[config.mk]
export PLATFORM = sky130hd
export DESIGN_NAME = tpf_test_pattern_frame_clock
export DESIGN_NICKNAME = d
export VERILOG_FILES = /design/src/rtl/tpf_pkg.sv /design/src/rtl/tpf_test_pattern_frame_clock.sv /design/src/rtl/tpf_sample_fifo.sv
export SDC_FILE = /design/constraint.sdc
export NUM_CORES = 1
export LEC_CHECK = 0
export BUFFER_PORTS_ARGS = -buffer_cell sky130_fd_sc_hd__buf_2
export CAP_MARGIN = 20
export CORE_AREA = 2 2 194 196
export CTS_BUF_LIST = sky130_fd_sc_hd__clkbuf_16
export DETAILED_ROUTE_END_ITERATION = 12
export DIE_AREA = 0 0 196 198
export PLACE_DENSITY = 0.83
export SYNTH_ARGS = -nofsm -noshare
export SYNTH_HDL_FRONTEND = slang
export SYNTH_HIERARCHICAL = 1
export SYNTH_SLANG_ARGS = --single-unit
[constraint.sdc]
create_clock -name clk_sys -period 5.1 [get_ports clk_sys]
set_input_delay 0.255 -clock clk_sys [delete_from_list [all_inputs] [get_ports clk_sys]]
set_output_delay 0.255 -clock clk_sys [all_outputs]
set_load 0.005 [all_outputs]
[src/rtl/tpf_pkg.sv]
// Package for the test pattern and frame clock configuration block.
// Assumes an 18-bit converter core and a 24-bit serial control frame.
package tpf_pkg;

    // ****************************************************************
    // Sample path
    // ****************************************************************
    localparam int SAMPLE_W   = 18;
    localparam int PAIR_W     = 2 * SAMPLE_W;
    localparam int FIFO_DEPTH = 8;
    localparam int CHAN_NUM   = 2;

    // ****************************************************************
    // Serial control frame: R/W bit, 15 address bits, 8 data bits
    // ****************************************************************
    localparam int         SPI_ADDR_W    = 15;
    localparam int         SPI_DATA_W    = 8;
    localparam logic [4:0] SPI_CMD_LAST  = 5'h0f;
    localparam logic [4:0] SPI_DATA_LAST = 5'h17;
    localparam logic [4:0] SPI_CNT_ONE   = 5'h01;
    localparam logic [4:0] SPI_CNT_ZERO  = 5'h00;

    // ****************************************************************
    // Register map
    // ****************************************************************
    localparam logic [SPI_ADDR_W-1:0] ADDR_CUSTOM_PATTERN_LOW  = 15'h0014;
    localparam logic [SPI_ADDR_W-1:0] ADDR_CUSTOM_PATTERN_MID  = 15'h0015;
    localparam logic [SPI_ADDR_W-1:0] ADDR_PATTERN_SELECT_HIGH = 15'h0016;
    localparam logic [SPI_ADDR_W-1:0] ADDR_FRAME_CLOCK_CONFIG  = 15'h0019;
    localparam logic [7:0]            REG_RESET                = 8'h00;
    localparam logic [7:0]            REG_UNMAPPED             = 8'h00;

    // Fields of the upper pattern register
    localparam int PSEL_B_MSB     = 7;
    localparam int PSEL_B_LSB     = 5;
    localparam int PSEL_A_MSB     = 4;
    localparam int PSEL_A_LSB     = 2;
    localparam int CUST_HIGH_MSB  = 1;

    // Fields of the frame clock register
    localparam int FC_SOURCE_BIT  = 7;
    localparam int FC_HALVE_BIT   = 4;
    localparam int FC_STRETCH_BIT = 0;
    localparam logic [7:0] FC_WRITE_MASK = 8'h91;

    // Pattern selector codes
    localparam logic [2:0] PAT_NORMAL = 3'h0;
    localparam logic [2:0] PAT_RAMP   = 3'h2;
    localparam logic [2:0] PAT_CONST  = 3'h3;

    localparam logic [SAMPLE_W-1:0] RAMP_START = 18'h00000;
    localparam logic [2:0]          FRAME_CNT_ONE = 3'h1;

    typedef enum logic [1:0] {
        TPF_SPI_IDLE,
        TPF_SPI_CMD,
        TPF_SPI_DATA
    } tpf_spi_e;

endpackage : tpf_pkg

[src/rtl/tpf_test_pattern_frame_clock.sv]
// Test pattern generator and frame clock setup ahead of the bit mapper.
// Assumes converter samples arrive on clk_sys and that the serial
// control port pins are asynchronous and much slower than clk_sys.
//
// Summary of operation
// - Constant mode sends the 18-bit custom value instead of converter data.
// - Ramp mode adds the custom value to the ramp every sample.
// - Bits 7..5 of the upper pattern register select channel B source.
// - Bits 4..2 select channel A source, reset value 000.
// - Codes 000 normal, 010 ramp, 011 constant; others unused.
// - Pattern is inserted before the bit mapper, MSB aligned, 18 bits.
// - Pattern generation is the same for every output format.
// - Frame clock register bit 7 picks core or downconverter frame clock.
// - Stretch bit makes one frame span channel A and B samples.
`timescale 1ns/10ps
module tpf_test_pattern_frame_clock
    import tpf_pkg::*;
(
    input  wire logic                clk_sys,
    input  wire logic                rst,
    // Serial control port
    input  wire logic                spi_sclk,
    input  wire logic                spi_sen_n,
    input  wire logic                spi_sdin,
    output logic                     spi_sdout,
    output logic                     spi_sdout_oe,
    // Converter core samples
    input  wire logic                adc_valid,
    output logic                     adc_ready,
    input  wire logic [SAMPLE_W-1:0] adc_data_a,
    input  wire logic [SAMPLE_W-1:0] adc_data_b,
    // Frame clock from the downconverter, same clock domain
    input  wire logic                downconverter_frame_clock,
    // Toward the bit mapper
    output logic                     out_valid,
    input  wire logic                out_ready,
    output logic [SAMPLE_W-1:0]      out_data_a,
    output logic [SAMPLE_W-1:0]      out_data_b,
    output logic                     frame_clock
);

    // ****************************************************************
    // Pin synchronisers
    // ****************************************************************
    logic sclk_s1, sclk_s2, sclk_s3;
    logic sen_s1, sen_s2;
    logic sdin_s1, sdin_s2;
    logic sclk_rise, sclk_fall;

    always_ff @(posedge clk_sys) begin
        if (rst) begin
            sclk_s1 <= 1'b0;
            sclk_s2 <= 1'b0;
            sclk_s3 <= 1'b0;
            sen_s1  <= 1'b1;
            sen_s2  <= 1'b1;
            sdin_s1 <= 1'b0;
            sdin_s2 <= 1'b0;
        end else begin
            sclk_s1 <= spi_sclk;
            sclk_s2 <= sclk_s1;
            sclk_s3 <= sclk_s2;
            sen_s1  <= spi_sen_n;
            sen_s2  <= sen_s1;
            sdin_s1 <= spi_sdin;
            sdin_s2 <= sdin_s1;
        end
    end

    assign sclk_rise = sclk_s2 && !sclk_s3;
    assign sclk_fall = !sclk_s2 && sclk_s3;

    // ****************************************************************
    // Serial control frame and registers
    // ****************************************************************
    tpf_spi_e              spi_state, next_spi_state;
    logic [4:0]            bit_cnt, next_bit_cnt;
    logic [SPI_ADDR_W:0]   cmd_shift, next_cmd_shift;
    logic [SPI_DATA_W-1:0] data_shift, next_data_shift;
    logic [SPI_DATA_W-1:0] rd_shift, next_rd_shift;
    logic                  next_sdout, next_sdout_oe;
    logic [7:0]            custom_pattern_low, next_custom_pattern_low;
    logic [7:0]            custom_pattern_mid, next_custom_pattern_mid;
    logic [7:0]            pattern_select_and_custom_high;
    logic [7:0]            next_pattern_select_and_custom_high;
    logic [7:0]            frame_clock_config, next_frame_clock_config;
    logic [7:0]            rd_value;
    logic [7:0]            wr_value;
    logic                  is_read;

    assign is_read  = cmd_shift[SPI_ADDR_W];
    assign wr_value = {data_shift[SPI_DATA_W-2:0], sdin_s2};

    // Unmapped addresses read as zero; reserved bits read as zero
    always_comb begin
        case (cmd_shift[SPI_ADDR_W-1:0])
            ADDR_CUSTOM_PATTERN_LOW:  rd_value = custom_pattern_low;
            ADDR_CUSTOM_PATTERN_MID:  rd_value = custom_pattern_mid;
            ADDR_PATTERN_SELECT_HIGH: rd_value =
                pattern_select_and_custom_high;
            ADDR_FRAME_CLOCK_CONFIG:  rd_value = frame_clock_config;
            default:                  rd_value = REG_UNMAPPED;
        endcase
    end

    always_comb begin
        next_spi_state  = spi_state;
        next_bit_cnt    = bit_cnt;
        next_cmd_shift  = cmd_shift;
        next_data_shift = data_shift;
        next_rd_shift   = rd_shift;
        next_sdout      = spi_sdout;
        next_sdout_oe   = spi_sdout_oe;
        next_custom_pattern_low = custom_pattern_low;
        next_custom_pattern_mid = custom_pattern_mid;
        next_pattern_select_and_custom_high =
            pattern_select_and_custom_high;
        next_frame_clock_config = frame_clock_config;
        if (sen_s2) begin
            // Deselect aborts any partial frame; no write happens
            next_spi_state = TPF_SPI_IDLE;
            next_bit_cnt   = SPI_CNT_ZERO;
            next_sdout_oe  = 1'b0;
            next_sdout     = 1'b0;
        end else begin
            case (spi_state)
                TPF_SPI_IDLE: begin
                    next_spi_state = TPF_SPI_CMD;
                    next_bit_cnt   = SPI_CNT_ZERO;
                end
                TPF_SPI_CMD: begin
                    if (sclk_rise) begin
                        next_cmd_shift = {cmd_shift[SPI_ADDR_W-1:0],
                                          sdin_s2};
                        next_bit_cnt   = bit_cnt + SPI_CNT_ONE;
                        if (bit_cnt == SPI_CMD_LAST) begin
                            next_spi_state = TPF_SPI_DATA;
                        end
                    end
                end
                TPF_SPI_DATA: begin
                    if (sclk_fall && is_read) begin
                        // Read data is launched on falling edges
                        next_sdout_oe = 1'b1;
                        if (!spi_sdout_oe) begin
                            next_sdout    = rd_value[SPI_DATA_W-1];
                            next_rd_shift = {rd_value[SPI_DATA_W-2:0],
                                             1'b0};
                        end else begin
                            next_sdout    = rd_shift[SPI_DATA_W-1];
                            next_rd_shift = {rd_shift[SPI_DATA_W-2:0],
                                             1'b0};
                        end
                    end
                    if (sclk_rise) begin
                        next_data_shift = wr_value;
                        next_bit_cnt    = bit_cnt + SPI_CNT_ONE;
                        if (bit_cnt == SPI_DATA_LAST) begin
                            next_spi_state = TPF_SPI_CMD;
                            next_bit_cnt   = SPI_CNT_ZERO;
                            if (!is_read) begin
                                case (cmd_shift[SPI_ADDR_W-1:0])
                                    ADDR_CUSTOM_PATTERN_LOW:
                                        next_custom_pattern_low = wr_value;
                                    ADDR_CUSTOM_PATTERN_MID:
                                        next_custom_pattern_mid = wr_value;
                                    ADDR_PATTERN_SELECT_HIGH:
                                        next_pattern_select_and_custom_high
                                            = wr_value;
                                    ADDR_FRAME_CLOCK_CONFIG:
                                        next_frame_clock_config =
                                            wr_value & FC_WRITE_MASK;
                                    default: ;
                                endcase
                            end
                        end
                    end
                end
                default: next_spi_state = TPF_SPI_IDLE;
            endcase
        end
    end

    always_ff @(posedge clk_sys) begin
        if (rst) begin
            spi_state    <= TPF_SPI_IDLE;
            bit_cnt      <= SPI_CNT_ZERO;
            cmd_shift    <= '0;
            data_shift   <= '0;
            rd_shift     <= '0;
            spi_sdout    <= 1'b0;
            spi_sdout_oe <= 1'b0;
            custom_pattern_low             <= REG_RESET;
            custom_pattern_mid             <= REG_RESET;
            pattern_select_and_custom_high <= REG_RESET;
            frame_clock_config             <= REG_RESET;
        end else begin
            spi_state    <= next_spi_state;
            bit_cnt      <= next_bit_cnt;
            cmd_shift    <= next_cmd_shift;
            data_shift   <= next_data_shift;
            rd_shift     <= next_rd_shift;
            spi_sdout    <= next_sdout;
            spi_sdout_oe <= next_sdout_oe;
            custom_pattern_low             <= next_custom_pattern_low;
            custom_pattern_mid             <= next_custom_pattern_mid;
            pattern_select_and_custom_high <=
                next_pattern_select_and_custom_high;
            frame_clock_config             <= next_frame_clock_config;
        end
    end

    // ****************************************************************
    // Per-channel pattern generation
    // ****************************************************************
    logic [SAMPLE_W-1:0] custom_pattern_value;
    logic [2:0]          pat_sel  [CHAN_NUM];
    logic [SAMPLE_W-1:0] adc_in   [CHAN_NUM];
    logic [SAMPLE_W-1:0] chan_out [CHAN_NUM];
    logic                fifo_in_ready;
    logic                sample_take;

    assign custom_pattern_value = {
        pattern_select_and_custom_high[CUST_HIGH_MSB:0],
        custom_pattern_mid, custom_pattern_low};
    assign pat_sel[0] =
        pattern_select_and_custom_high[PSEL_A_MSB:PSEL_A_LSB];
    assign pat_sel[1] =
        pattern_select_and_custom_high[PSEL_B_MSB:PSEL_B_LSB];
    assign adc_in[0]   = adc_data_a;
    assign adc_in[1]   = adc_data_b;
    assign sample_take = adc_valid && fifo_in_ready;

    for (genvar ch = 0; ch < CHAN_NUM; ch++) begin : g_chan
        logic [SAMPLE_W-1:0] ramp, next_ramp;

        always_comb begin
            next_ramp = ramp;
            if (pat_sel[ch] != PAT_RAMP) begin
                next_ramp = RAMP_START;
            end else if (sample_take) begin
                // Plain 18-bit add wraps at full scale
                next_ramp = ramp + custom_pattern_value;
            end
        end

        always_ff @(posedge clk_sys) begin
            if (rst) begin
                ramp <= RAMP_START;
            end else begin
                ramp <= next_ramp;
            end
        end

        // Native 18-bit width, ahead of any format or mapper choice;
        // unused codes fall back to converter data
        always_comb begin
            case (pat_sel[ch])
                PAT_RAMP:  chan_out[ch] = ramp;
                PAT_CONST: chan_out[ch] = custom_pattern_value;
                default:   chan_out[ch] = adc_in[ch];
            endcase
        end
    end

    // ****************************************************************
    // Sample buffer and output stage with frame clock
    // ****************************************************************
    logic                fifo_out_valid;
    logic [PAIR_W-1:0]   fifo_out_data;
    logic                load_out;
    logic [2:0]          frame_cnt, next_frame_cnt;
    logic                next_frame_clock;
    logic                next_out_valid;
    logic [SAMPLE_W-1:0] next_out_a, next_out_b;
    logic [1:0]          frame_span;

    tpf_sample_fifo #(
        .WIDTH (PAIR_W),
        .DEPTH (FIFO_DEPTH)
    ) u_fifo (
        .clk_sys   (clk_sys),
        .rst       (rst),
        .in_valid  (adc_valid),
        .in_ready  (fifo_in_ready),
        .in_data   ({chan_out[1], chan_out[0]}),
        .out_valid (fifo_out_valid),
        .out_ready (load_out),
        .out_data  (fifo_out_data)
    );

    assign adc_ready = fifo_in_ready;
    assign load_out  = fifo_out_valid && (!out_valid || out_ready);
    // Each of halve and stretch doubles the frame length
    assign frame_span =
        {1'b0, frame_clock_config[FC_HALVE_BIT]} +
        {1'b0, frame_clock_config[FC_STRETCH_BIT]};

    always_comb begin
        next_out_valid   = out_valid;
        next_out_a       = out_data_a;
        next_out_b       = out_data_b;
        next_frame_cnt   = frame_cnt;
        next_frame_clock = frame_clock;
        if (load_out) begin
            next_out_valid = 1'b1;
            next_out_a     = fifo_out_data[SAMPLE_W-1:0];
            next_out_b     = fifo_out_data[PAIR_W-1:SAMPLE_W];
            next_frame_cnt = frame_cnt + FRAME_CNT_ONE;
            if (frame_clock_config[FC_SOURCE_BIT]) begin
                next_frame_clock = downconverter_frame_clock;
            end else begin
                next_frame_clock = next_frame_cnt[frame_span];
            end
        end else if (out_ready) begin
            next_out_valid = 1'b0;
        end
    end

    always_ff @(posedge clk_sys) begin
        if (rst) begin
            out_valid   <= 1'b0;
            out_data_a  <= '0;
            out_data_b  <= '0;
            frame_cnt   <= '0;
            frame_clock <= 1'b0;
        end else begin
            out_valid   <= next_out_valid;
            out_data_a  <= next_out_a;
            out_data_b  <= next_out_b;
            frame_cnt   <= next_frame_cnt;
            frame_clock <= next_frame_clock;
        end
    end

endmodule : tpf_test_pattern_frame_clock

[src/rtl/tpf_sample_fifo.sv]
// Sample FIFO with valid/ready on both sides.
// Assumes a single clock and a power-of-two depth.
`timescale 1ns/10ps
module tpf_sample_fifo
    import tpf_pkg::*;
#(
    parameter int WIDTH = PAIR_W,
    parameter int DEPTH = FIFO_DEPTH
) (
    input  wire logic             clk_sys,
    input  wire logic             rst,
    input  wire logic             in_valid,
    output logic                  in_ready,
    input  wire logic [WIDTH-1:0] in_data,
    output logic                  out_valid,
    input  wire logic             out_ready,
    output logic      [WIDTH-1:0] out_data
);
    localparam int PTR_W = $clog2(DEPTH);
    localparam logic [PTR_W:0] CNT_FULL = PTR_W'(0) + (PTR_W+1)'(DEPTH);
    localparam logic [PTR_W:0] CNT_ZERO = '0;
    localparam logic [PTR_W-1:0] PTR_ONE = PTR_W'(1);
    localparam logic [PTR_W:0] CNT_ONE = (PTR_W+1)'(1);

    logic [WIDTH-1:0] mem [DEPTH];
    logic [PTR_W-1:0] wr_ptr, next_wr_ptr;
    logic [PTR_W-1:0] rd_ptr, next_rd_ptr;
    logic [PTR_W:0]   count, next_count;
    logic             next_in_ready, next_out_valid;
    logic             push, pop;

    assign push     = in_valid && in_ready;
    assign pop      = out_valid && out_ready;
    assign out_data = mem[rd_ptr];

    always_comb begin
        next_wr_ptr = push ? wr_ptr + PTR_ONE : wr_ptr;
        next_rd_ptr = pop ? rd_ptr + PTR_ONE : rd_ptr;
        next_count  = count;
        if (push && !pop) begin
            next_count = count + CNT_ONE;
        end else if (pop && !push) begin
            next_count = count - CNT_ONE;
        end
        // Flags are registered so both ready and valid leave a flop
        next_in_ready  = (next_count != CNT_FULL);
        next_out_valid = (next_count != CNT_ZERO);
    end

    always_ff @(posedge clk_sys) begin
        if (rst) begin
            wr_ptr    <= '0;
            rd_ptr    <= '0;
            count     <= '0;
            in_ready  <= 1'b0;
            out_valid <= 1'b0;
        end else begin
            wr_ptr    <= next_wr_ptr;
            rd_ptr    <= next_rd_ptr;
            count     <= next_count;
            in_ready  <= next_in_ready;
            out_valid <= next_out_valid;
        end
    end

    always_ff @(posedge clk_sys) begin
        if (push) begin
            mem[wr_ptr] <= in_data;
        end
    end

endmodule : tpf_sample_fifo

### After elaboration in Yosys (flattened, before gate mapping)

Memories as Yosys holds them, arrays and structs flattened. A register that Yosys moved wholly into a read port is not among the register bits.
Index checks and enable logic that the tools add are counted.

| word-level totals | value |
|---|---|
| memories | 1 |
| bits in registers | 127 |
| bits of input ports | 44 |
| word-level logic and storage cells | 114 |
| output and inout port bits | 41 |
| RAM bits | 288 |

Memories:

| name | depth | bits a word | read ports | clocked after Yosys merged registers in | wr ports | RTL line | source |
|---|---|---|---|---|---|---|---|
| u_fifo.mem | 8 | 36 | 1 | 1 | 1 | tpf_sample_fifo.sv:25 | `logic [WIDTH-1:0] mem [DEPTH];` |

| cells by class | value |
|---|---|
| equal/unequal tests | 19 |
| mux-type cells | 23 |
| bitwise logic cells | 2 |
| add/sub/neg operators | 9 |
| $lt $le $gt $ge | 1 |
| reduce and logical (&&, ||, !) cells | 31 |

Operators with widths:

| cell | count |
|---|---|
| one-hot mux 18 bit (2 select lines) | 2 |
| == test 15 x 5 -> 1 bit, second input constant | 4 |
| adder 18 bit | 2 |
| one-hot mux 8 bit (4 select lines) | 1 |
| AND reduction 6 bit | 4 |
| 2-to-1 mux 5 bit | 3 |
| one-hot mux 5 bit (3 select lines) | 1 |
| == test 3 x 2 -> 1 bit, second input constant | 4 |
| AND reduction 3 bit | 4 |
| adder 3 x 1 -> 3 bit, second input constant | 3 |
| logical AND 1 bit | 8 |
| 2-to-1 mux 2 bit | 4 |
| 2-to-1 mux 4 bit | 2 |
| 2-to-1 mux 8 bit | 1 |
| != test 2 bit, second input constant | 4 |
| 2-to-1 mux 1 bit | 7 |
| != test 3 x 2 -> 1 bit, second input constant | 2 |
| one-hot mux 2 bit (3 select lines) | 1 |
| OR reduction 2 bit | 3 |
| adder 5 x 1 -> 5 bit, second input constant | 1 |
| == test 5 x 4 -> 1 bit, second input constant | 1 |
| == test 5 bit, second input constant | 1 |
| logical NOT 1 bit | 5 |
| adder 4 x 1 -> 4 bit, second input constant | 1 |
| other kinds (15) | 16 |

### Logic depth before layout (Yosys ltp)

Gate-level depths: netlist of the first run.

| logic depth | value |
|---|---|
| depth in word-level cells | 8 |
| depth in mapped cells | 10 |
| gate-level depth less buffers | 10 |

### By module

Netlist of the first run, hierarchy kept.

Modules (own cells, without submodules):

| module | times used | cells each | area an instance (um^2) | sequential area each (um^2) |
|---|---|---|---|---|
| tpf_sample_fifo | 1 | 497 | 11780.0 | 8948.6 |
| tpf_test_pattern_frame_clock | 1 | 1040 | 8164.1 | 3002.9 |

### Worst setup path after synthesis of the first run

OpenSTA, ideal clock, no wires.

| path | value |
|---|---|
| kind | reg2reg |
| from | reg u_fifo.in_ready |
| to | mem u_fifo/mem[0][0] (netlist bit) (enable) |
| stages on the path, launching flop included | 3 |
| path slack | 616 ps |
| period minus slack after synthesis | 4484 ps |
| arrival time | 3965 ps |
| path buffers | 0 |
| setup time | 519 ps |
| data required time | 4581 ps |
| cells stage by stage | dfxtp_1 > nand2_1 > nor4_1 |

| between the ends | value |
|---|---|
| cells in the longest elaborated chain, start to end | 3 |

Ends and longest elaborated chain:

| what | RTL line | source |
|---|---|---|
| start, declared | tpf_sample_fifo.sv:13 | `output logic in_ready,` |
| start signal, assigned | tpf_sample_fifo.sv:61 | `in_ready <= next_in_ready;` |
| logical AND 1 bit | tpf_sample_fifo.sv:32 | `assign push = in_valid && in_ready;` |
| 2-to-1 mux 1 bit | tpf_sample_fifo.sv:67 | `if (push) begin` |
| 2-to-1 mux 1 bit (not written as such) | tpf_sample_fifo.sv:68 | `mem[wr_ptr] <= in_data;` |
| end, declared | tpf_sample_fifo.sv:25 |  |

No other way between the ends.

==> results of run 1 <==
registers in the layout (all words and copies together) (netlist names), 5 cells and up, named ones only:
name / cells
u_fifo/mem: 288
custom_pattern_low: 8
bit_cnt: 5
rd_shift: 7
custom_pattern_mid: 8
g_chan.ramp: 36
data_shift: 7
out_data_a: 18
out_data_b: 18
pattern_select_and_custom_high: 8
cmd_shift: 16
final cells by class:
type,count,area [sq um],area share (%)
Sequential cell,453,12000,53.3
Tap cell,474,593,2.64
Inverter,25,93.8,0.418
Timing Repair Buffer,121,708,3.15
Multi-Input combinational cell,978,7560,33.7
Clock buffer,47,1180,5.24
Clock inverter,37,367,1.63
critical path: stages, from the launching register on:
cell and delay [ns]:
dfxtp_4 0.88, buf_4 0.53, mux4_1 0.65, mux2_2 0.30, nand2_1 0.07, a21oi_1 0.08
metrics by stage:
step / util (%) / instance area, sq um
floorplan: - / 19900
global placement: 56.3 / 20800
detailed placement: 56.3 / 20800
CTS: 60.6 / 22400
global route: 60.8 / 22500
finish: 60.8 / 22500
synth_stat cells (all sizes together) (9+ instances only):
library cell and instances:
nor4 10, xnor2 20, dfxtp 165, nand2b 9, buf 28, mux2 41, nand3 37, o21ai 62
a211oi 11, nor2b 12, mux2i 70, xor2 9, mux4 72, a21o 9, nor3 23, edfxtp 288
nor2 80, clkbuf 53, a21oi 129, and2 9, nand2 239, ha 46, inv 25
layout by cell type, fill, tap and decap left out, types with 5 or more instances in the layout:
cell type,count
a211oi_1,11
a21o_1,9
a21oi_1,128
a221oi_1,5
and2_1,9
and3_1,6
buf_2,84
buf_4,24
bufinv_16,7
clkbuf_16,47
clkbuf_4,9
clkinv_1,10
clkinv_2,10
dfxtp_1,162
edfxtp_1,288
ha_1,46
inv_1,28
mux2_2,40
mux2i_1,70
mux4_1,72
nand2_1,238
nand2b_1,9
nand3_1,36
nand4_1,8
nor2_1,76
nor2b_1,12
nor3_1,18
nor4_1,8
o211ai_1,7
o21a_1,6
o21ai_0,62
or3_1,6
xnor2_1,20
xor2_1,9
metal layers:
layer | vias to the layer above | part of all wire (%)
li1 | 5976 | -
met3 | 133 | 6.2
met5 | - | 0
met1 | 6445 | 40
met4 | 0 | 4.1
met2 | 564 | 50
power by group through the flow:
stage	clock network (mW)	registers [mW]	logic, mW
after detailed placement	0	4.41	1.18
final	3.44	4.34	1.21
after global routing	3.62	4.36	1.31
after floorplan	0	4.33	0.876
after CTS	3.47	4.34	1.21
after global placement	0	4.39	1.14
logic make-up after synthesis:
family | count (synthesis) | synth area share (%)
muxes | 183 | 15.3
DFF | 453 | 59.9
xor gates and xnor gates | 29 | 1.27
and+or+nand+nor | 457 | 10.4
AOI/OAI and AO/OA | 261 | 7.61
buffers and inverters | 106 | 2.42
adders and majority gates | 48 | 3.09
worst max-delay path by stage:
stage	end	cells past startpoint	slack [ns]
2_1_floorplan	u_fifo/mem[0][0]	2	0.62
3_3_place_gp	out_data_a[12]	5	2.56
3_5_place_dp	out_data_b[12]	5	2.47
4_1_cts	out_data_a[1]	5	2.39
5_1_grt	out_data_a[1]	5	2.29
6_report	out_data_a[1]	5	2.40
==> impl_metrics.ini, run 1 <==
[cells_and_area]
drive_above_1_share_pct = 15.4
fill_cells = 2676
fin_nets = 1716
area_growth_pct = 12.6
instances_no_fill = 2135
antennaDiodeCount = 0

[global_routing]
grt_pass1_vias = 12761
grt_use_met2_pct = 42.1
grt_usage_pct = 24.5
grtUsageMet3_pct = 3.07
grtUsageMet1_pct = 31.4
top_usage_layer = met2
antenna_found_initial = 0
grt_pass1_wl_microns = 72300
grt_max_degree = 77
grt-ovfl-total = 0

[timing]
timing.hold.ws_ns = 0.210
rsz0062_at_grt = no
fin_crit_sh_pct = 52.9
post-route-min-period_ns = 2.70
tightest_slew_ns = 1.11
timing.final.ws_setup_ns = 2.40
tns_ns = 0
skew_ns = 0.0140
finalHoldViolCount = 0
maxSlewViolCount = 0
setup_viol = 0
clock.fmax_mhz = 370
slew_headroom_pct = 24.9

[job]
cap_violations = 0

[floorplan]
pin_count = 85
die_h_microns = 198
initial_core_util_pct = 54.0
rows = 71
core_area_sq_um = 37000
die_area_sq_um = 38800
die_x_microns = 196

[detailed_routing]
final_antenna_net_count = 0
drc = 0
drt_first_pass_iters = 7
viasPerCell = 6.14
routed_wl_microns = 47600
vias = 13118
routedWlPerCell_microns = 22.3
drt_iter0_drc = 1324

[synth]
yosysWarnings = 6
synth_seq_cells = 453
syn_nets = 1629
avgSynthCellArea_sq_um = 13.0
synth_enable_flop_cells = 288
synthFlopType = edfxtp_1
yosysTopAreaCell = edfxtp_1
synthDistinctLibCells = 67
netlist_area_sq_um = 19900
synth_area_leaders = edfxtp_1 43%, dfxtp_1 17%, mux4_1 9.5%, nand2_1 4.5%, mux2i_1 3.5%
synth_top_area_share_pct = 43.4
seq_area_frac_synth_pct = 59.9
synthArstFlopShare_pct = 0
syn_inst = 1537

[power]
p_seq_share_pct = 48.3
power_mw = 8.98
p_switching_mw = 2.26
power.share.combinational_pct = 13.5
intPower_mw = 6.72
swShare_pct = 25.2
ir_drop_v = 0.000246
p_leak_nw = 7.84
power.density_nw_per_um2 = 400
p_clk_share_pct = 38.3

[clocking]
root_buffer = clkbuf_16
cts_hold_buf = 4
clock_path_buffers = 3
clkSinkCount = 453
cts_resized = 0
cts.clk_slew.worst_paths_ns = 0.06
clk_latency_ns = 0.56
post_cts_buffers = 0
cts_tree = built
cts-htree-levels = 2
cts_buffers = 45

[placement]
port_buffers = 84
place_ws_ns = 2.47
dp.cells = 2038
gp_congestion = 0.953
place.detailed.hpwl_microns = 29100

[worst_setup_path]
endpoint_kind = register
r2r_setup_slack_ns = 2.40
critPathArrivalTime_ns = 3.09
cp_max_fo = 48
worst-setup-path-type = reg2reg
reg2regPathDepth = 5
required_ns = 5.49
cp-start-kind = register
worst_r2r_endpoint = out_data_a[1]

[hold_path]
holdCritPathClass = in2reg
worstHoldEndpoint = u_fifo/mem[3][27]
hold_depth = 4
hp-start = adc_data_b[9]

[status]
status = complete, no violations
Note: power is estimated with default switching activity, not from simulation.
==> inputs of run 2 (changes only) <==
Settings changed: PLACE_DENSITY 0.83 to 0.85.
Clock period 5.1 ns to 2.31 ns, I/O delays scaled along.
==> run 2 against run 1 <==
Utilization up 1.9 points; final area is 3.1% higher; clock skew shrank 0.0030 ns; critical path depth up 3; critical endpoint is now g_chan[0].ramp[17]; highest routed layer unchanged.
==> impl_metrics.ini, run 2 (synthesis results as in run 1) <==
[power]
power.density_nw_per_um2 = 828
p_leak_nw = 8.22
ir_drop_v = 0.000524

[detailed_routing]
drc = 0
routedWlPerCell_microns = 22.4
viasPerCell = 6.08
final_antenna_net_count = 0
drt_first_pass_iters = 7
drt_iter0_drc = 1286
routed_wl_microns = 49400
vias = 13410

[clocking]
post_cts_buffers = 0
root_buffer = clkbuf_16
clkSinkCount = 453
cts_tree = built
cts-htree-levels = 2
cts.clk_slew.worst_paths_ns = 0.06
clk_latency_ns = 0.55
clock_path_buffers = 3
cts_buffers = 44

[global_routing]
grt_pass1_wl_microns = 75600
grt_usage_pct = 25.7
grt_pass1_vias = 13196
grt_max_degree = 47
antenna_found_initial = 0
grt-ovfl-total = 0

[timing]
slew_headroom_pct = 26.0
timing.hold.ws_ns = 0.0594
setup_viol = 0
maxSlewViolCount = 0
tns_ns = 0
post-route-min-period_ns = 2.26
finalHoldViolCount = 0
clock.fmax_mhz = 443
timing.final.ws_setup_ns = 0.0549
fin_crit_sh_pct = 97.6
tightest_slew_ns = 1.10
skew_ns = 0.0110
rsz0062_at_grt = yes

[floorplan]
die_x_microns = 196
pin_count = 85
initial_core_util_pct = 54.0
core_area_sq_um = 37000
die_h_microns = 198
die_area_sq_um = 38800
rows = 71

[job]
cap_violations = 0

[cells_and_area]
most-common-layout-cells = 288 x edfxtp_1, 238 x nand2_1, 159 x dfxtp_1
final_util_pct = 62.6
fin_nets = 1787
drive_above_1_share_pct = 19.1
antennaDiodeCount = 0
largest_reg_flops = 288
largest_registers = u_fifo/mem x288, g_chan.ramp x36
fin_area_sq_um = 23100
area_growth_pct = 16.0
final_common_cell = edfxtp_1
top_register = u_fifo/mem

[hold_path]
holdCritPathClass = in2reg

[worst_setup_path]
worst-setup-path-type = reg2reg
critPathArrivalTime_ns = 2.69
endpoint_kind = register
cp-start-kind = register
crit_path_max_incr_delay_ns = 0.35
cp_max_fo = 4
cp_cell_sequence = ha_1, and2_1, a221o_1, o21a_4, a211oi_2, nor2_1, mux2_1, mux2i_1
r2r_setup_slack_ns = 0.05
required_ns = 2.75
slowest_stage = a221o_1

[placement]
place.detailed.hpwl_microns = 31700
place_area_sq_um = 21500
gp_congestion = 0.966
place_ws_ns = -0.00691
port_buffers = 84

[status]
status = complete, no violations
run 2: cell count changes in the layout (fill, tap and decap cells not counted), moves of 4 or more:
cell | before | now
o21ai_1 | 0 | 4
nor3_4 | 1 | 5
inv_1 | 28 | 39
buf_4 | 24 | 74
o21ai_0 | 62 | 56
buf_12 | 0 | 17
a21oi_1 | 128 | 123
nor3_2 | 4 | 0
clkbuf_4 | 9 | 13
bufinv_16 | 7 | 2
clkinv_2 | 10 | 6
run 2: per-layer routing:
| metal | track usage (%) | vias up | routed length (microns) |
|---|---|---|---|
| met1 | 32.9 | 6604 | 19200 |
| met2 | 43.6 | 580 | 24500 |
| met5 | 0 | - | 0 |
| li1 | - | 6093 | - |
| met4 | 12.0 | 0 | 2090 |
| met3 | 3.70 | 133 | 3530 |
run 2: power by group:
part | leakage [nW] | switching [mW] | internal [mW]
Sequential | 3.95 | 0.318 | 9.16
Clock | 0.713 | 3.00 | 3.75
Combinational | 3.56 | 1.61 | 1.31
run 2: area by class of cell:
| cell class | instances | area, sq um |
|---|---|---|
| clock buffers | 45 | 1130 |
| clock inverters | 37 | 214 |
| fillers | 2646 | 13800 |
| inverters | 25 | 93.8 |
| multi-input cells | 978 | 7680 |
| flip-flops and latches | 453 | 12000 |
| well taps | 474 | 593 |
| repair buffers | 193 | 1470 |
run 2: timing repair:
action | 4_1_cts | 5_1_grt
endpoints found under the hold margin | 22 | 0
pin swaps | 0 | 5
endpoints found under the setup margin | 7 | 18
hold buffers | 6 | 0
gates resized for setup | 5 | 27
run 2: critical path: cells and delay by family, from the launching register on:
kind	cells	cell delay [ns]
AOI/OAI and AO/OA	3	0.79
adders and majority gates	1	0.31
DFF	1	0.34
muxes	2	0.44
and+or+nand+nor	2	0.26
run 2: final timing paths:
kind,from,to,cells after the start
worst max-delay path,custom_pattern_low[3],g_chan[0].ramp[17],8
worst min-delay path,downconverter_frame_clock,frame_clock,5
worst max register to register,custom_pattern_low[3],g_chan[0].ramp[17],8
worst min register to register,sen_s1,sen_s2,1
run 2: per-stage QoR:
step | power, mW | cells
6_report | 19.2 | 2205
5_1_grt | 19.8 | 2205
4_1_cts | 19.2 | 2192
3_5_place_dp | 12.5 | 2104
3_3_place_gp | 12.3 | 2104
2_1_floorplan | 11.5 | 1537
==> inputs of run 3 (changes only) <==
Settings changed: RECOVER_POWER set to 50.
==> run 3 against run 2 <==
Power shrank 0.35%; wire length is essentially flat; final area shrank 0.78%; flip-flop and latch count is the same; hold slack lost 0.0091 ns; largest power group unchanged.
==> impl_metrics.ini, run 3 (synthesis results as in run 1) <==
[placement]
place_ws_ns = -0.00691
port_buffers = 84
gp_congestion = 0.966
place.detailed.hpwl_microns = 31700

[global_routing]
grt_usage_pct = 25.7
grt_pass1_wl_microns = 75600
grt_max_degree = 47
grt_pass1_vias = 13196
grt-ovfl-total = 0
antenna_found_initial = 0

[worst_setup_path]
crit_path_start = pattern_select_and_custom_high[2]
required_ns = 2.75
cp-start-kind = register
endpoint_kind = register
cp_max_fo = 13
timing.rr.start = pattern_select_and_custom_high[2]
critPathArrivalTime_ns = 2.74
r2r_setup_slack_ns = 0.02
worst-setup-path-type = reg2reg

[timing]
tns_ns = 0
timing.hold.ws_ns = 0.0503
maxSlewViolCount = 0
clock.fmax_mhz = 436
tightest_slew_ns = 1.10
setup_viol = 0
rsz0062_at_grt = yes
fin_crit_sh_pct = 99.2
timing.final.ws_setup_ns = 0.0185
skew_ns = 0.0125
slew_headroom_pct = 26.8
post-route-min-period_ns = 2.29
finalHoldViolCount = 0

[floorplan]
die_h_microns = 198
die_x_microns = 196
rows = 71
pin_count = 85
die_area_sq_um = 38800
core_area_sq_um = 37000
initial_core_util_pct = 54.0

[cells_and_area]
drive_above_1_share_pct = 16.3
antennaDiodeCount = 0
area_growth_pct = 15.1
fill_cells = 2678
most-common-layout-cells = 288 x edfxtp_1, 239 x nand2_1, 159 x dfxtp_1
largest_registers = u_fifo/mem x288, g_chan.ramp x36
final_util_pct = 62.1
final_common_cell = edfxtp_1
largest_reg_flops = 288
fin_nets = 1787
top_register = u_fifo/mem

[clocking]
clock_path_buffers = 3
clk_latency_ns = 0.56
cts_buffers = 44
cts.clk_slew.worst_paths_ns = 0.06
clkSinkCount = 453
cts-htree-levels = 2
root_buffer = clkbuf_16
cts_tree = built

[detailed_routing]
viasPerCell = 6.10
routedWlPerCell_microns = 22.4
vias = 13441
drc = 0
routed_wl_microns = 49400
drt_iter0_drc = 1278
drt_first_pass_iters = 6
final_antenna_net_count = 0

[hold_path]
holdCritPathClass = in2reg
hp-start = downconverter_frame_clock

[power]
power.density_nw_per_um2 = 832
p_clk_share_pct = 35.5
power.share.combinational_pct = 14.9
p_switching_mw = 4.94
p_leak_nw = 8.03
intPower_mw = 14.2
swShare_pct = 25.9
ir_drop_v = 0.000530
p_seq_share_pct = 49.7

[job]
cap_violations = 0

[status]
status = complete, no violations
run 3: changes by cell type in the layout (fill, tap and decap cells not counted), sizes merged:
| cell | delta |
|---|---|
| buf | -37 |
| clkbuf | +37 |
run 3: cell type report:
class | count | area, sq um | area share [%]
clock inverter | 37 | 214 | 0.932
clock buffer | 45 | 1130 | 4.90
sequential | 453 | 12000 | 52.1
inverter | 25 | 93.8 | 0.409
tap | 474 | 593 | 2.58
timing repair buffer | 193 | 1310 | 5.71
multi-input combinational | 978 | 7660 | 33.4
run 3: path summary, 6_finish.rpt:
check / endpoint / cells after the start
max: g_chan[0].ramp[9] / 6
min: frame_clock / 5
max reg2reg: g_chan[0].ramp[9] / 6
min reg2reg: sen_s2 / 1
run 3: timing repair:
item	4_1_cts	5_1_grt
hold buffers	6	0
setup endpoints to repair	7	18
setup buffers	0	0
gates resized for setup	5	27
hold endpoints to repair	22	0
pin swaps	0	5
run 3: worst max-delay path, stage by stage, from the launching register on:
cell,delay (ns)
dfxtp_1,0.35
clkbuf_2,0.39
clkbuf_1,0.25
or3_1,0.21
clkbuf_1,0.57
nor4_1,0.12
a311o_1,0.29
run 3: metrics by stage:
step	cell area [sq um]	std cells	power [mW]
final	23000	2205	19.1
after global routing	23000	2205	19.7
after detailed placement	21500	2104	12.5
after CTS	23000	2192	19.2
after global placement	21500	2104	12.3
after floorplan	20000	1537	11.5
run 3: power groups by stage:
stage               logic, mW  clock network (mW)  registers (mW)
floorplan                1.95                   0            9.54
global placement         2.75                   0            9.60
detailed placement       2.84                   0            9.64
CTS                      2.91                6.83            9.48
global route             3.05                7.11            9.54
finish                   2.84                6.77            9.48
run 3: metal layers:
layer | track usage [%] | vias to the layer above | part of all wire, % | routed length [microns]
li1 | - | 6099 | - | -
met1 | 32.9 | 6613 | 39 | 19400
met2 | 43.6 | 598 | 49 | 24400
met3 | 3.70 | 131 | 6.9 | 3420
met4 | 12.0 | 0 | 4.4 | 2160
met5 | 0 | - | 0 | 0
